## config.mk

```make
export PLATFORM = sky130hd
export DESIGN_NAME = pbv_channel
export DESIGN_NICKNAME = d
export VERILOG_FILES = /design/src/pbv_channel.v
export VERILOG_INCLUDE_DIRS = /design/src
export SDC_FILE = /design/constraint.sdc
export NUM_CORES = 1
export LEC_CHECK = 0
export BUFFER_PORTS_ARGS = -buffer_cell sky130_fd_sc_hd__buf_2
export CORE_ASPECT_RATIO = 0.9
export CORE_MARGIN = 2
export CORE_UTILIZATION = 40
export CTS_BUF_LIST = sky130_fd_sc_hd__clkbuf_8 sky130_fd_sc_hd__clkbuf_16
export DETAILED_ROUTE_END_ITERATION = 12
export PLACE_DENSITY = 0.61
export SLEW_MARGIN = 15
export SYNTH_ARGS = -nofsm -noshare
export SYNTH_HDL_FRONTEND = slang
export SYNTH_SLANG_ARGS = --single-unit
```

## constraint.sdc

```tcl
create_clock -name sys_clk -period 16.4 [get_ports sys_clk]
set_input_delay 0.82 -clock sys_clk [delete_from_list [all_inputs] [get_ports sys_clk]]
set_output_delay 0.82 -clock sys_clk [all_outputs]
set_load 0.01 [all_outputs]
```

## src/pbv_consts.vh

```
// Constants for the push-button brightness value and disable channel
`ifndef PBV_CONSTS_VH
`define PBV_CONSTS_VH

// ----------------------------------------------------------------
// Register byte offsets
// ----------------------------------------------------------------
`define PBV_OFS_MODE    6'h00
`define PBV_OFS_RISE    6'h04
`define PBV_OFS_FALL    6'h08
`define PBV_OFS_FACTOR  6'h0c
`define PBV_OFS_DISCFG  6'h10
`define PBV_OFS_DISACT  6'h14
`define PBV_OFS_DISOBJ  6'h18
`define PBV_OFS_PWRDLY  6'h1c
`define PBV_OFS_STATUS  6'h20

// ----------------------------------------------------------------
// Field encodings and reset values
// ----------------------------------------------------------------
`define PBV_EDGE_RISE   2'h0
`define PBV_EDGE_FALL   2'h1
`define PBV_EDGE_BOTH   2'h2
`define PBV_FUNC_SWITCH 2'h0
`define PBV_FUNC_DIM    2'h1
`define PBV_FUNC_BLIND  2'h2
`define PBV_FUNC_VALUE  2'h3
`define PBV_ACT_NONE    2'h0
`define PBV_ACT_A       2'h1
`define PBV_ACT_B       2'h2
`define PBV_ACT_C       2'h3
`define PBV_OBJ_VALUE   3'h0
`define PBV_OBJ_SW1     3'h1
`define PBV_OBJ_SW2     3'h2
`define PBV_OBJ_DIMSW   3'h3
`define PBV_OBJ_BLIND   3'h4
`define PBV_MODE_RST    9'h010
`define PBV_RISE_RST    5'h04
`define PBV_FALL_RST    5'h00
`define PBV_IDX_MAX     5'h1e
`define PBV_FACTOR_MIN  7'h03
`define PBV_FACTOR_RST  7'h03

// ----------------------------------------------------------------
// Timing
// ----------------------------------------------------------------
`define PBV_CLK_PERIOD_PS 4000
`define PBV_MS_PS         1000000000
// Clock cycles per millisecond at the 4 ns system clock, sized for the prescaler
`define PBV_CYC_PER_MS    18'd250000
`define PBV_BASE0_MS      10'h082
`define PBV_BASE1_MS      10'h104
`define PBV_BASE2_MS      10'h208
`define PBV_BASE3_MS      10'h3e8
`define PBV_LONG_MS       17'h00190

`endif

```

## src/pbv_channel.v

```verilog
// Push-button brightness value transmitter with per-function disable logic
// Contract
// - Rising-edge value 0..1500 lux in 50 lux steps, default 200.
// - Falling-edge value 0..1500 lux in 50 lux steps.
// - Long press steps value cyclically and sends each; last value kept.
// - Adjustment selectable, default off, single-edge modes only.
// - Adjust interval is base times factor; base 130/260/520/1000 ms, default 520.
// - Interval factor 3..127, default 3.
// - Each adjustment step is a fixed 50 lux.
// - After bus return, wait configured delay, then perform configured reaction.
// - Rising/falling reaction sends that edge value, only if mode includes it.
// - Current-input reaction sends value for present level; both-edges mode only.
// - Disable enableable per function; switching uses its own disable object.
// - Disable polarity selectable, default one disables.
// - Two switching objects each have own start action: none/On/Off/Toggle.
// - At disable start, send configured command on each switching object.
// - At switching disable end, send none/On/Off/current input per object.
// - Dimming sends none/On/Off/Toggle on switching object at start and end.
// - Blind sends none/Down/Up/Toggle on long-time object at start and end.
// - Blind toggle reverses stored last direction and sends it.
// - Value transmitter disable start/end: none/rise/fall/current input value.
// - With disable feature off, disable object has no effect.
//
// The register offsets and the Avalon-MM interface to the registers were chosen for this implementation.
`timescale 1ns/1ps
`default_nettype none
`include "pbv_consts.vh"

module pbv_channel #(
	parameter [17:0] CYC_PER_MS = `PBV_CYC_PER_MS
) (
	input  wire        sys_clk,          // System clock
	input  wire        rst,              // Synchronous reset
	input  wire [5:0]  avs_address,      // Byte address
	input  wire        avs_read,         // Read request
	input  wire        avs_write,        // Write request
	input  wire [31:0] avs_writedata,    // Write data
	input  wire [3:0]  avs_byteenable,   // Byte lanes
	output reg  [31:0] avs_readdata,     // Read data
	output reg         avs_waitrequest,  // Stall
	input  wire        contactIn,        // Contact level
	input  wire        busVoltOk,        // Bus voltage present
	output reg         tgValid,          // Telegram strobe
	output reg  [2:0]  tgObject,         // Telegram object
	output reg  [15:0] tgData            // Telegram payload
);

	// ----------------------------------------------------------------
	// Registers
	// ----------------------------------------------------------------
	reg  [8:0]  modeReg;
	reg  [4:0]  riseIdx;
	reg  [4:0]  fallIdx;
	reg  [6:0]  factor;
	reg         disEn;
	reg         disPol;
	reg  [7:0]  disAct;
	reg         disObj;
	reg  [15:0] pwrDelayMs;

	wire [1:0]  edgeMode = modeReg[1:0];
	wire        adjEn    = modeReg[2] & (edgeMode != `PBV_EDGE_BOTH);
	wire [1:0]  baseSel  = modeReg[4:3];
	wire [1:0]  pwrReact = modeReg[6:5];
	wire [1:0]  func     = modeReg[8:7];

	wire        busAck   = (avs_read | avs_write) & ~avs_waitrequest;
	wire        wrAck    = busAck & avs_write;

	function [15:0] merge16;
		input [15:0] old;
		input [31:0] wd;
		input [3:0]  be;
		begin
			merge16 = {be[1] ? wd[15:8] : old[15:8], be[0] ? wd[7:0] : old[7:0]};
		end
	endfunction

	wire [15:0] wrMode   = merge16({7'h00, modeReg}, avs_writedata, avs_byteenable);
	wire [15:0] wrRise   = merge16({11'h000, riseIdx}, avs_writedata, avs_byteenable);
	wire [15:0] wrFall   = merge16({11'h000, fallIdx}, avs_writedata, avs_byteenable);
	wire [15:0] wrFactor = merge16({9'h000, factor}, avs_writedata, avs_byteenable);

	// ----------------------------------------------------------------
	// Millisecond tick and interval
	// ----------------------------------------------------------------
	reg  [17:0] preCnt;
	reg         msTick;
	reg  [9:0]  baseMs;

	always @*
	begin
		case (baseSel)
			2'h0:    baseMs = `PBV_BASE0_MS;
			2'h1:    baseMs = `PBV_BASE1_MS;
			2'h2:    baseMs = `PBV_BASE2_MS;
			default: baseMs = `PBV_BASE3_MS;
		endcase
	end

	wire [16:0] intervalMs = {7'h00, baseMs} * {10'h000, factor};

	// ----------------------------------------------------------------
	// Input edges, disable state, reactions
	// ----------------------------------------------------------------
	reg         contactPrev;
	reg         rawDisPrev;
	reg         disEnPrev;
	reg         bvPrev;
	reg         pwrWait;
	reg  [15:0] pwrMs;
	reg  [4:0]  curIdx;
	reg         cfgReload;
	reg         held;
	reg         adjusting;
	reg         adjUp;
	reg  [16:0] holdMs;
	reg  [16:0] adjMs;
	reg  [1:0]  swVal;
	reg         dimSw;
	reg         blindDown;
	reg         pendVal;
	reg  [4:0]  pendIdx;
	reg         pendSw1;
	reg         pendSw2;
	reg         pendDim;
	reg         pendBlind;

	wire rise      = contactIn & ~contactPrev;
	wire fall      = ~contactIn & contactPrev;
	wire rawDis    = disObj ^ disPol;
	wire disNow    = disEn & rawDis;
	// Switching the feature on, alone or together with its polarity, must not fire an action
	wire disChange = disEn & disEnPrev & (rawDis != rawDisPrev);
	wire disStart  = disChange & rawDis;
	wire disEnd    = disChange & ~rawDis;
	wire isValue   = func == `PBV_FUNC_VALUE;
	wire pressEdge = (edgeMode == `PBV_EDGE_RISE) ? rise :
	                 (edgeMode == `PBV_EDGE_FALL) ? fall : 1'b0;
	wire relEdge   = (edgeMode == `PBV_EDGE_RISE) ? fall :
	                 (edgeMode == `PBV_EDGE_FALL) ? rise : 1'b0;
	wire pwrFire   = pwrWait & (pwrMs >= pwrDelayMs);

	// Value reaction: {valid, index}
	function [5:0] valPick;
		input [1:0] code;
		begin
			case (code)
				`PBV_ACT_A: valPick = (edgeMode != `PBV_EDGE_FALL) ?
					{1'b1, riseIdx} : 6'h00;
				`PBV_ACT_B: valPick = (edgeMode != `PBV_EDGE_RISE) ?
					{1'b1, fallIdx} : 6'h00;
				`PBV_ACT_C: valPick = (edgeMode == `PBV_EDGE_BOTH) ?
					{1'b1, contactIn ? riseIdx : fallIdx} : 6'h00;
				default:    valPick = 6'h00;
			endcase
		end
	endfunction

	// Switching object action; end uses current input instead of toggle
	function [1:0] swPick;
		input [1:0] code;
		input       old;
		input       isEnd;
		begin
			case (code)
				`PBV_ACT_A: swPick = 2'h3;
				`PBV_ACT_B: swPick = 2'h2;
				`PBV_ACT_C: swPick = {1'b1, isEnd ? contactIn : ~old};
				default:    swPick = {1'b0, old};
			endcase
		end
	endfunction

	wire [1:0] disCode  = disStart ? disAct[1:0] : disAct[3:2];
	wire [1:0] disCode2 = disStart ? disAct[5:4] : disAct[7:6];
	wire [5:0] disValue = valPick(disCode);
	wire [5:0] pwrValue = valPick(pwrReact);
	wire [1:0] sw1New   = swPick(disCode, swVal[0], disEnd);
	wire [1:0] sw2New   = swPick(disCode2, swVal[1], disEnd);
	wire [1:0] dimNew   = swPick(disCode, dimSw, 1'b0);
	wire       stepTime = adjusting & msTick & (adjMs + 17'h00001 >= intervalMs);
	// Taken on a tick so that the first step interval is a whole base times factor
	wire       longHit  = held & adjEn & ~adjusting & msTick &
	                      (holdMs + 17'h00001 >= `PBV_LONG_MS);
	wire       stepUp   = longHit ? ~adjUp : adjUp;
	wire [4:0] stepIdx  = stepUp ? ((curIdx == `PBV_IDX_MAX) ? curIdx : curIdx + 5'h01) :
	                               ((curIdx == 5'h00) ? curIdx : curIdx - 5'h01);

	// ----------------------------------------------------------------
	// Main sequential logic
	// ----------------------------------------------------------------
	always @(posedge sys_clk)
	begin
		if (rst)
		begin
			modeReg <= `PBV_MODE_RST;
			riseIdx <= `PBV_RISE_RST;
			fallIdx <= `PBV_FALL_RST;
			factor <= `PBV_FACTOR_RST;
			disEn <= 1'b0;
			disPol <= 1'b0;
			disAct <= 8'h00;
			disObj <= 1'b0;
			pwrDelayMs <= 16'h0000;
			avs_waitrequest <= 1'b1;
			avs_readdata <= 32'h00000000;
			preCnt <= 18'h00000;
			msTick <= 1'b0;
			contactPrev <= 1'b0;
			rawDisPrev <= 1'b0;
			disEnPrev <= 1'b0;
			bvPrev <= 1'b0;
			pwrWait <= 1'b0;
			pwrMs <= 16'h0000;
			curIdx <= `PBV_RISE_RST;
			cfgReload <= 1'b0;
			held <= 1'b0;
			adjusting <= 1'b0;
			adjUp <= 1'b1;
			holdMs <= 17'h00000;
			adjMs <= 17'h00000;
			swVal <= 2'h0;
			dimSw <= 1'b0;
			blindDown <= 1'b0;
			pendVal <= 1'b0;
			pendIdx <= 5'h00;
			pendSw1 <= 1'b0;
			pendSw2 <= 1'b0;
			pendDim <= 1'b0;
			pendBlind <= 1'b0;
			tgValid <= 1'b0;
			tgObject <= `PBV_OBJ_VALUE;
			tgData <= 16'h0000;
		end
		else
		begin
			// One-cycle answer to each held request
			avs_waitrequest <= ~((avs_read | avs_write) & avs_waitrequest);
			if ((avs_read | avs_write) & avs_waitrequest)
			begin
				case (avs_address)
					`PBV_OFS_MODE:   avs_readdata <= {23'h000000, modeReg};
					`PBV_OFS_RISE:   avs_readdata <= {27'h0000000, riseIdx};
					`PBV_OFS_FALL:   avs_readdata <= {27'h0000000, fallIdx};
					`PBV_OFS_FACTOR: avs_readdata <= {25'h0000000, factor};
					`PBV_OFS_DISCFG: avs_readdata <= {30'h00000000, disPol, disEn};
					`PBV_OFS_DISACT: avs_readdata <= {24'h000000, disAct};
					`PBV_OFS_DISOBJ: avs_readdata <= {31'h00000000, disObj};
					`PBV_OFS_PWRDLY: avs_readdata <= {16'h0000, pwrDelayMs};
					`PBV_OFS_STATUS: avs_readdata <= {20'h00000, curIdx, blindDown,
						dimSw, swVal, adjusting, contactIn, disNow};
					default:         avs_readdata <= 32'h00000000;
				endcase
			end
			cfgReload <= 1'b0;
			if (wrAck)
			begin
				case (avs_address)
					`PBV_OFS_MODE:
					begin
						modeReg <= wrMode[8:0];
						cfgReload <= 1'b1;
					end
					`PBV_OFS_RISE:
					begin
						riseIdx <= (wrRise[4:0] > `PBV_IDX_MAX) ? `PBV_IDX_MAX : wrRise[4:0];
						cfgReload <= 1'b1;
					end
					`PBV_OFS_FALL:
					begin
						fallIdx <= (wrFall[4:0] > `PBV_IDX_MAX) ? `PBV_IDX_MAX : wrFall[4:0];
						cfgReload <= 1'b1;
					end
					`PBV_OFS_FACTOR:
						factor <= (wrFactor[6:0] < `PBV_FACTOR_MIN) ? `PBV_FACTOR_MIN :
							wrFactor[6:0];
					`PBV_OFS_DISCFG:
					begin
						if (avs_byteenable[0])
						begin
							disEn <= avs_writedata[0];
							disPol <= avs_writedata[1];
						end
					end
					`PBV_OFS_DISACT:
						if (avs_byteenable[0])
							disAct <= avs_writedata[7:0];
					`PBV_OFS_DISOBJ:
						if (avs_byteenable[0])
							disObj <= avs_writedata[0];
					`PBV_OFS_PWRDLY:
						pwrDelayMs <= merge16(pwrDelayMs, avs_writedata, avs_byteenable);
					default:
						pwrDelayMs <= pwrDelayMs;
				endcase
			end

			// Millisecond prescaler
			msTick <= 1'b0;
			if (preCnt == CYC_PER_MS - 18'h00001)
			begin
				preCnt <= 18'h00000;
				msTick <= 1'b1;
			end
			else
				preCnt <= preCnt + 18'h00001;

			contactPrev <= contactIn;
			rawDisPrev <= rawDis;
			disEnPrev <= disEn;
			bvPrev <= busVoltOk;

			if (cfgReload)
				curIdx <= (edgeMode == `PBV_EDGE_FALL) ? fallIdx : riseIdx;

			// Bus voltage return, delayed reaction
			if (busVoltOk & ~bvPrev)
			begin
				pwrWait <= 1'b1;
				pwrMs <= 16'h0000;
			end
			else if (~busVoltOk)
				pwrWait <= 1'b0;
			else if (pwrFire)
				pwrWait <= 1'b0;
			else if (pwrWait & msTick)
				pwrMs <= pwrMs + 16'h0001;

			// Press tracking and cyclic adjustment
			if (~isValue | disNow | relEdge)
			begin
				held <= 1'b0;
				adjusting <= 1'b0;
			end
			else if (pressEdge)
			begin
				held <= 1'b1;
				holdMs <= 17'h00000;
			end
			else if (longHit)
			begin
				adjusting <= 1'b1;
				adjUp <= ~adjUp;
				adjMs <= 17'h00000;
			end
			else if (held & msTick)
			begin
				holdMs <= holdMs + 17'h00001;
				adjMs <= stepTime ? 17'h00000 : adjMs + 17'h00001;
			end

			// Telegram output, one per cycle
			tgValid <= 1'b0;
			if (pendSw1)
			begin
				pendSw1 <= 1'b0;
				tgValid <= 1'b1;
				tgObject <= `PBV_OBJ_SW1;
				tgData <= {15'h0000, swVal[0]};
			end
			else if (pendSw2)
			begin
				pendSw2 <= 1'b0;
				tgValid <= 1'b1;
				tgObject <= `PBV_OBJ_SW2;
				tgData <= {15'h0000, swVal[1]};
			end
			else if (pendDim)
			begin
				pendDim <= 1'b0;
				tgValid <= 1'b1;
				tgObject <= `PBV_OBJ_DIMSW;
				tgData <= {15'h0000, dimSw};
			end
			else if (pendBlind)
			begin
				pendBlind <= 1'b0;
				tgValid <= 1'b1;
				tgObject <= `PBV_OBJ_BLIND;
				tgData <= {15'h0000, blindDown};
			end
			else if (pendVal)
			begin
				pendVal <= 1'b0;
				tgValid <= 1'b1;
				tgObject <= `PBV_OBJ_VALUE;
				tgData <= {6'h00, pendIdx, 5'h00} + {7'h00, pendIdx, 4'h0} +
					{10'h000, pendIdx, 1'b0};
			end

			// Disable start and end actions; set wins over the pop above
			if (disChange)
			begin
				case (func)
					`PBV_FUNC_SWITCH:
					begin
						swVal <= {sw2New[0], sw1New[0]};
						pendSw1 <= sw1New[1];
						pendSw2 <= sw2New[1];
					end
					`PBV_FUNC_DIM:
					begin
						dimSw <= dimNew[0];
						pendDim <= dimNew[1];
					end
					`PBV_FUNC_BLIND:
					begin
						if (disCode != `PBV_ACT_NONE)
						begin
							pendBlind <= 1'b1;
							blindDown <= (disCode == `PBV_ACT_C) ? ~blindDown :
								(disCode == `PBV_ACT_A);
						end
					end
					default:
					begin
						if (disValue[5])
						begin
							pendVal <= 1'b1;
							pendIdx <= disValue[4:0];
							curIdx <= disValue[4:0];
						end
					end
				endcase
			end
			else if (pwrFire & isValue & pwrValue[5])
			begin
				pendVal <= 1'b1;
				pendIdx <= pwrValue[4:0];
				curIdx <= pwrValue[4:0];
			end
			else if (isValue & ~disNow)
			begin
				if (edgeMode == `PBV_EDGE_BOTH & (rise | fall))
				begin
					pendVal <= 1'b1;
					pendIdx <= rise ? riseIdx : fallIdx;
					curIdx <= rise ? riseIdx : fallIdx;
				end
				else if (pressEdge)
				begin
					pendVal <= 1'b1;
					pendIdx <= curIdx;
				end
				else if (longHit | stepTime)
				begin
					pendVal <= 1'b1;
					pendIdx <= stepIdx;
					curIdx <= stepIdx;
				end
			end
		end
	end

endmodule

`default_nettype wire

```

==> impl_results.md <==
- Fmax: 121 MHz
- Main synth FF type: dfxtp_1
- Placed cell areas: 13000 µm²
- Post-CTS Setup Bufs: 0
- CTS max path bufs: 2
- Antenna violations before repair: 4
- Post_cts resized: 0
- Max cap viols: 0
- Gr usage total: 0.199
- Post-Route WL: 31700 µm
- Min Hold Slack: 0.442 ns
- Clock transition at path regs: 0.08 ns
- CTS tree: built
- Setup violations, final: 0
- Synth Instances: approximately 1500
- Worst setup margin: between 8 and 9 ns
- Clk root buf: clkbuf_16
- Synthesized area: ~12000 µm²
- Power share of the sequential group: 0.494
- Vias in the first global route: just over 10000
- WS Path Type: reg -> reg
- Area delta synth->final: 8.94%
- Worst Tran Pin Value: 1.13 ns
- Startpoint Class: register
- Ports: 101
- Largest net degree at the start of global routing: 72
- Vias/cell: about 5.4
- Horizontal die dimension: around 190 µm
- Nets: 1725
- DP Worst Slack: roughly 8.2 ns
- Leakage: 5.45 nW
- DP HPWL: ~24000 µm
- Worst min-delay path class: reg -> reg
- Core Region: approximately 31000 µm²
- Endpoints failing hold: 0
- CP peak stage delay: 0.78 ns
- Starting density of the core: 0.405
- Slowest CP cell: nor2_1
- Detailed-route via count: ~11000
- DR DRC count: 0
- Final period util: 0.503
- Pins over their slew limit: 0
- H-tree levels: 4
- Layout cells sized above 1: 0.0893
- Clock share of power: 0.465
- Number of distinct library cells after synthesis: between 80 and 90
- EDFF count, synth: 0
- Post-synthesis sequential area ratio: 0.292
- Post-Syn Area per Cell: slightly above 8 µm²
- Hold Buf Count CTS: 0
- Total power: around 0.90 mW
- Final setup TNS: 0 ns
- Status: completed
- Logic pwr share: 0.041
- Clock Sink Count: around 180
- Share of the synthesized area in the top cell type: 0.292
- Design area: approximately 14000 µm²
- CP most frequent cell: o21ai_0
- Drt wl/cell: ~16 µm
- Clock Latency Late Sink: approximately 0.44 ns
- Sw frac: 0.258
- Warnings from Yosys: 0
- Internal: 0.670 mW
- Final Skew: ~0.013 ns
- GRT Residual Overflow: 0
- Pwr dens: 66.5 nW/µm²
- Buffers on Ports: 61
- RSZ-0062 raised after global routing: no
- Number of DRC markers in iteration 0: about 830
- Yosys top cell by area: dfxtp_1
- Psw: 0.233 mW
- Antenna Nets Post-Route: 0
- VDD IR max: 0.0737 mV
- Post-synthesis register bit count: around 180
- Synth area leaders: dfxtp_1 29%, ha_1 9.3%, nor2_1 5.2%
- Die Span Y: roughly 170 µm
- Die area: around 33000 µm²
- CP Data Arrival Time: 8.61 ns
- Placer Congestion: ~0.86
- Worst path top cell family by delay: adder cells
- WP buf/inv: 4
- CP required: approximately 17 ns
- CTS Buf Count: 17
- Min Tclk post-route: between 8 and 9 ns
- CP max FO: 17
- CP endpoint kind: register
- Asr flop ratio synth: 0
- First-pass GRT wire length: roughly 52000 µm
- Number of cell rows: 61
- Slew margin rel.: 0.241
- Detailed Routing Iterations Pass 1: 6
==> registers in the layout, indices dropped and copies added (netlist names), 2 cells and up <==
name and flops:
adjMs 17, fallIdx 5, tgObject 3, pendIdx 5
riseIdx 5, pwrMs 16, factor 7, curIdx 5
preCnt 18, tgData 11, avs_readdata 16, pwrDelayMs 16
swVal 2, disAct 8, holdMs 17, modeReg 9
==> stage by stage <==
step | cells | util
after floorplan | 1559 | -
after global placement | 1944 | 0.422
after detailed placement | 1944 | 0.422
after CTS | 1976 | 0.441
after global routing | 1976 | 0.441
final | 1979 | 0.441
==> cell type report <==
| cell class | count | area (µm²) |
|---|---|---|
| inverters | 95 | 357 |
| flip-flops and latches | 182 | 3640 |
| well taps | 409 | 512 |
| clock buffers | 17 | 425 |
| clock inverters | 15 | 161 |
| diodes | 3 | 7.51 |
| repair buffers | 67 | 353 |
| multi-input cells | 1191 | 8120 |
| fillers | 3084 | 17200 |
==> path summary, 6_finish.rpt <==
| check | startpoint | endpoint | slack (ns) | cells after the start |
|---|---|---|---|---|
| worst max-delay path | modeReg[3] | adjMs[10] | 8.16 | 30 |
| worst min-delay path | bvPrev | pwrWait | 0.44 | 1 |
| worst min register to register | bvPrev | pwrWait | 0.44 | 1 |
| worst max register to register | modeReg[3] | adjMs[10] | 8.16 | 30 |
==> cells by family after synthesis <==
kind of cell | share of synthesized area
AO/OA/AOI/OAI | 0.163
XOR/XNOR | 0.0602
adder cells (fa/ha/maj) | 0.142
buffers and inverters | 0.0632
flip-flops | 0.292
multiplexers | 0.0429
other | 0.000301
AND/OR/NAND/NOR | 0.237
==> routing by layer <==
metal  vias to the layer above  part of all wire  track usage
met4                         0             0.018       0.0573
met1                      5037              0.48        0.276
met2                       272              0.45        0.316
li1                       5393                 -            -
met5                         -                 0            0
met3                        34             0.057       0.0371
==> Yosys cell counts (7+ instances only) <==
cell type / instances
nor2_1: 174
inv_1: 95
xnor2_1: 38
buf_4: 21
buf_2: 8
a211oi_1: 17
and2_1: 18
nand4_1: 27
fa_1: 30
or2_2: 7
dfxtp_1: 182
nand2_1: 148
clkbuf_1: 57
mux2_2: 8
nor2b_1: 20
mux2i_1: 38
nand3b_1: 11
nand2b_1: 17
a22oi_1: 23
xor2_1: 44
a21o_1: 11
or3_1: 12
nor4_1: 10
and3_1: 33
o211ai_1: 8
nor3_1: 23
nand3_1: 76
ha_1: 93
o21ai_0: 52
a21oi_1: 106
a31oi_1: 13
==> placed cells by master, fill, tap and decap left out, drive strengths merged, types with 7 or more instances in the layout <==
cell type,n
dfxtp,182
nor2,177
nand2,149
a21oi,108
inv,104
ha,93
nand3,76
buf,67
o21ai,58
xor2,44
xnor2,40
mux2i,38
and3,34
fa,30
nand4,27
nor3,25
a22oi,23
conb,21
nor2b,20
and2,19
nand2b,17
a211oi,17
clkbuf,17
a31oi,13
or3,12
nand3b,11
a21o,11
mux2,11
nor4,10
o211ai,8
or2,7
==> power by group through the flow <==
stage          Sequential, mW  Clock [mW]  Combinational, mW
2_1_floorplan           0.455           0             0.0288
3_3_place_gp            0.457           0             0.0361
3_5_place_dp            0.457           0             0.0362
4_1_cts                 0.446       0.429             0.0363
5_1_grt                 0.447       0.447             0.0405
6_report                0.446       0.420             0.0366
Note: power is estimated with default switching activity, not from simulation.
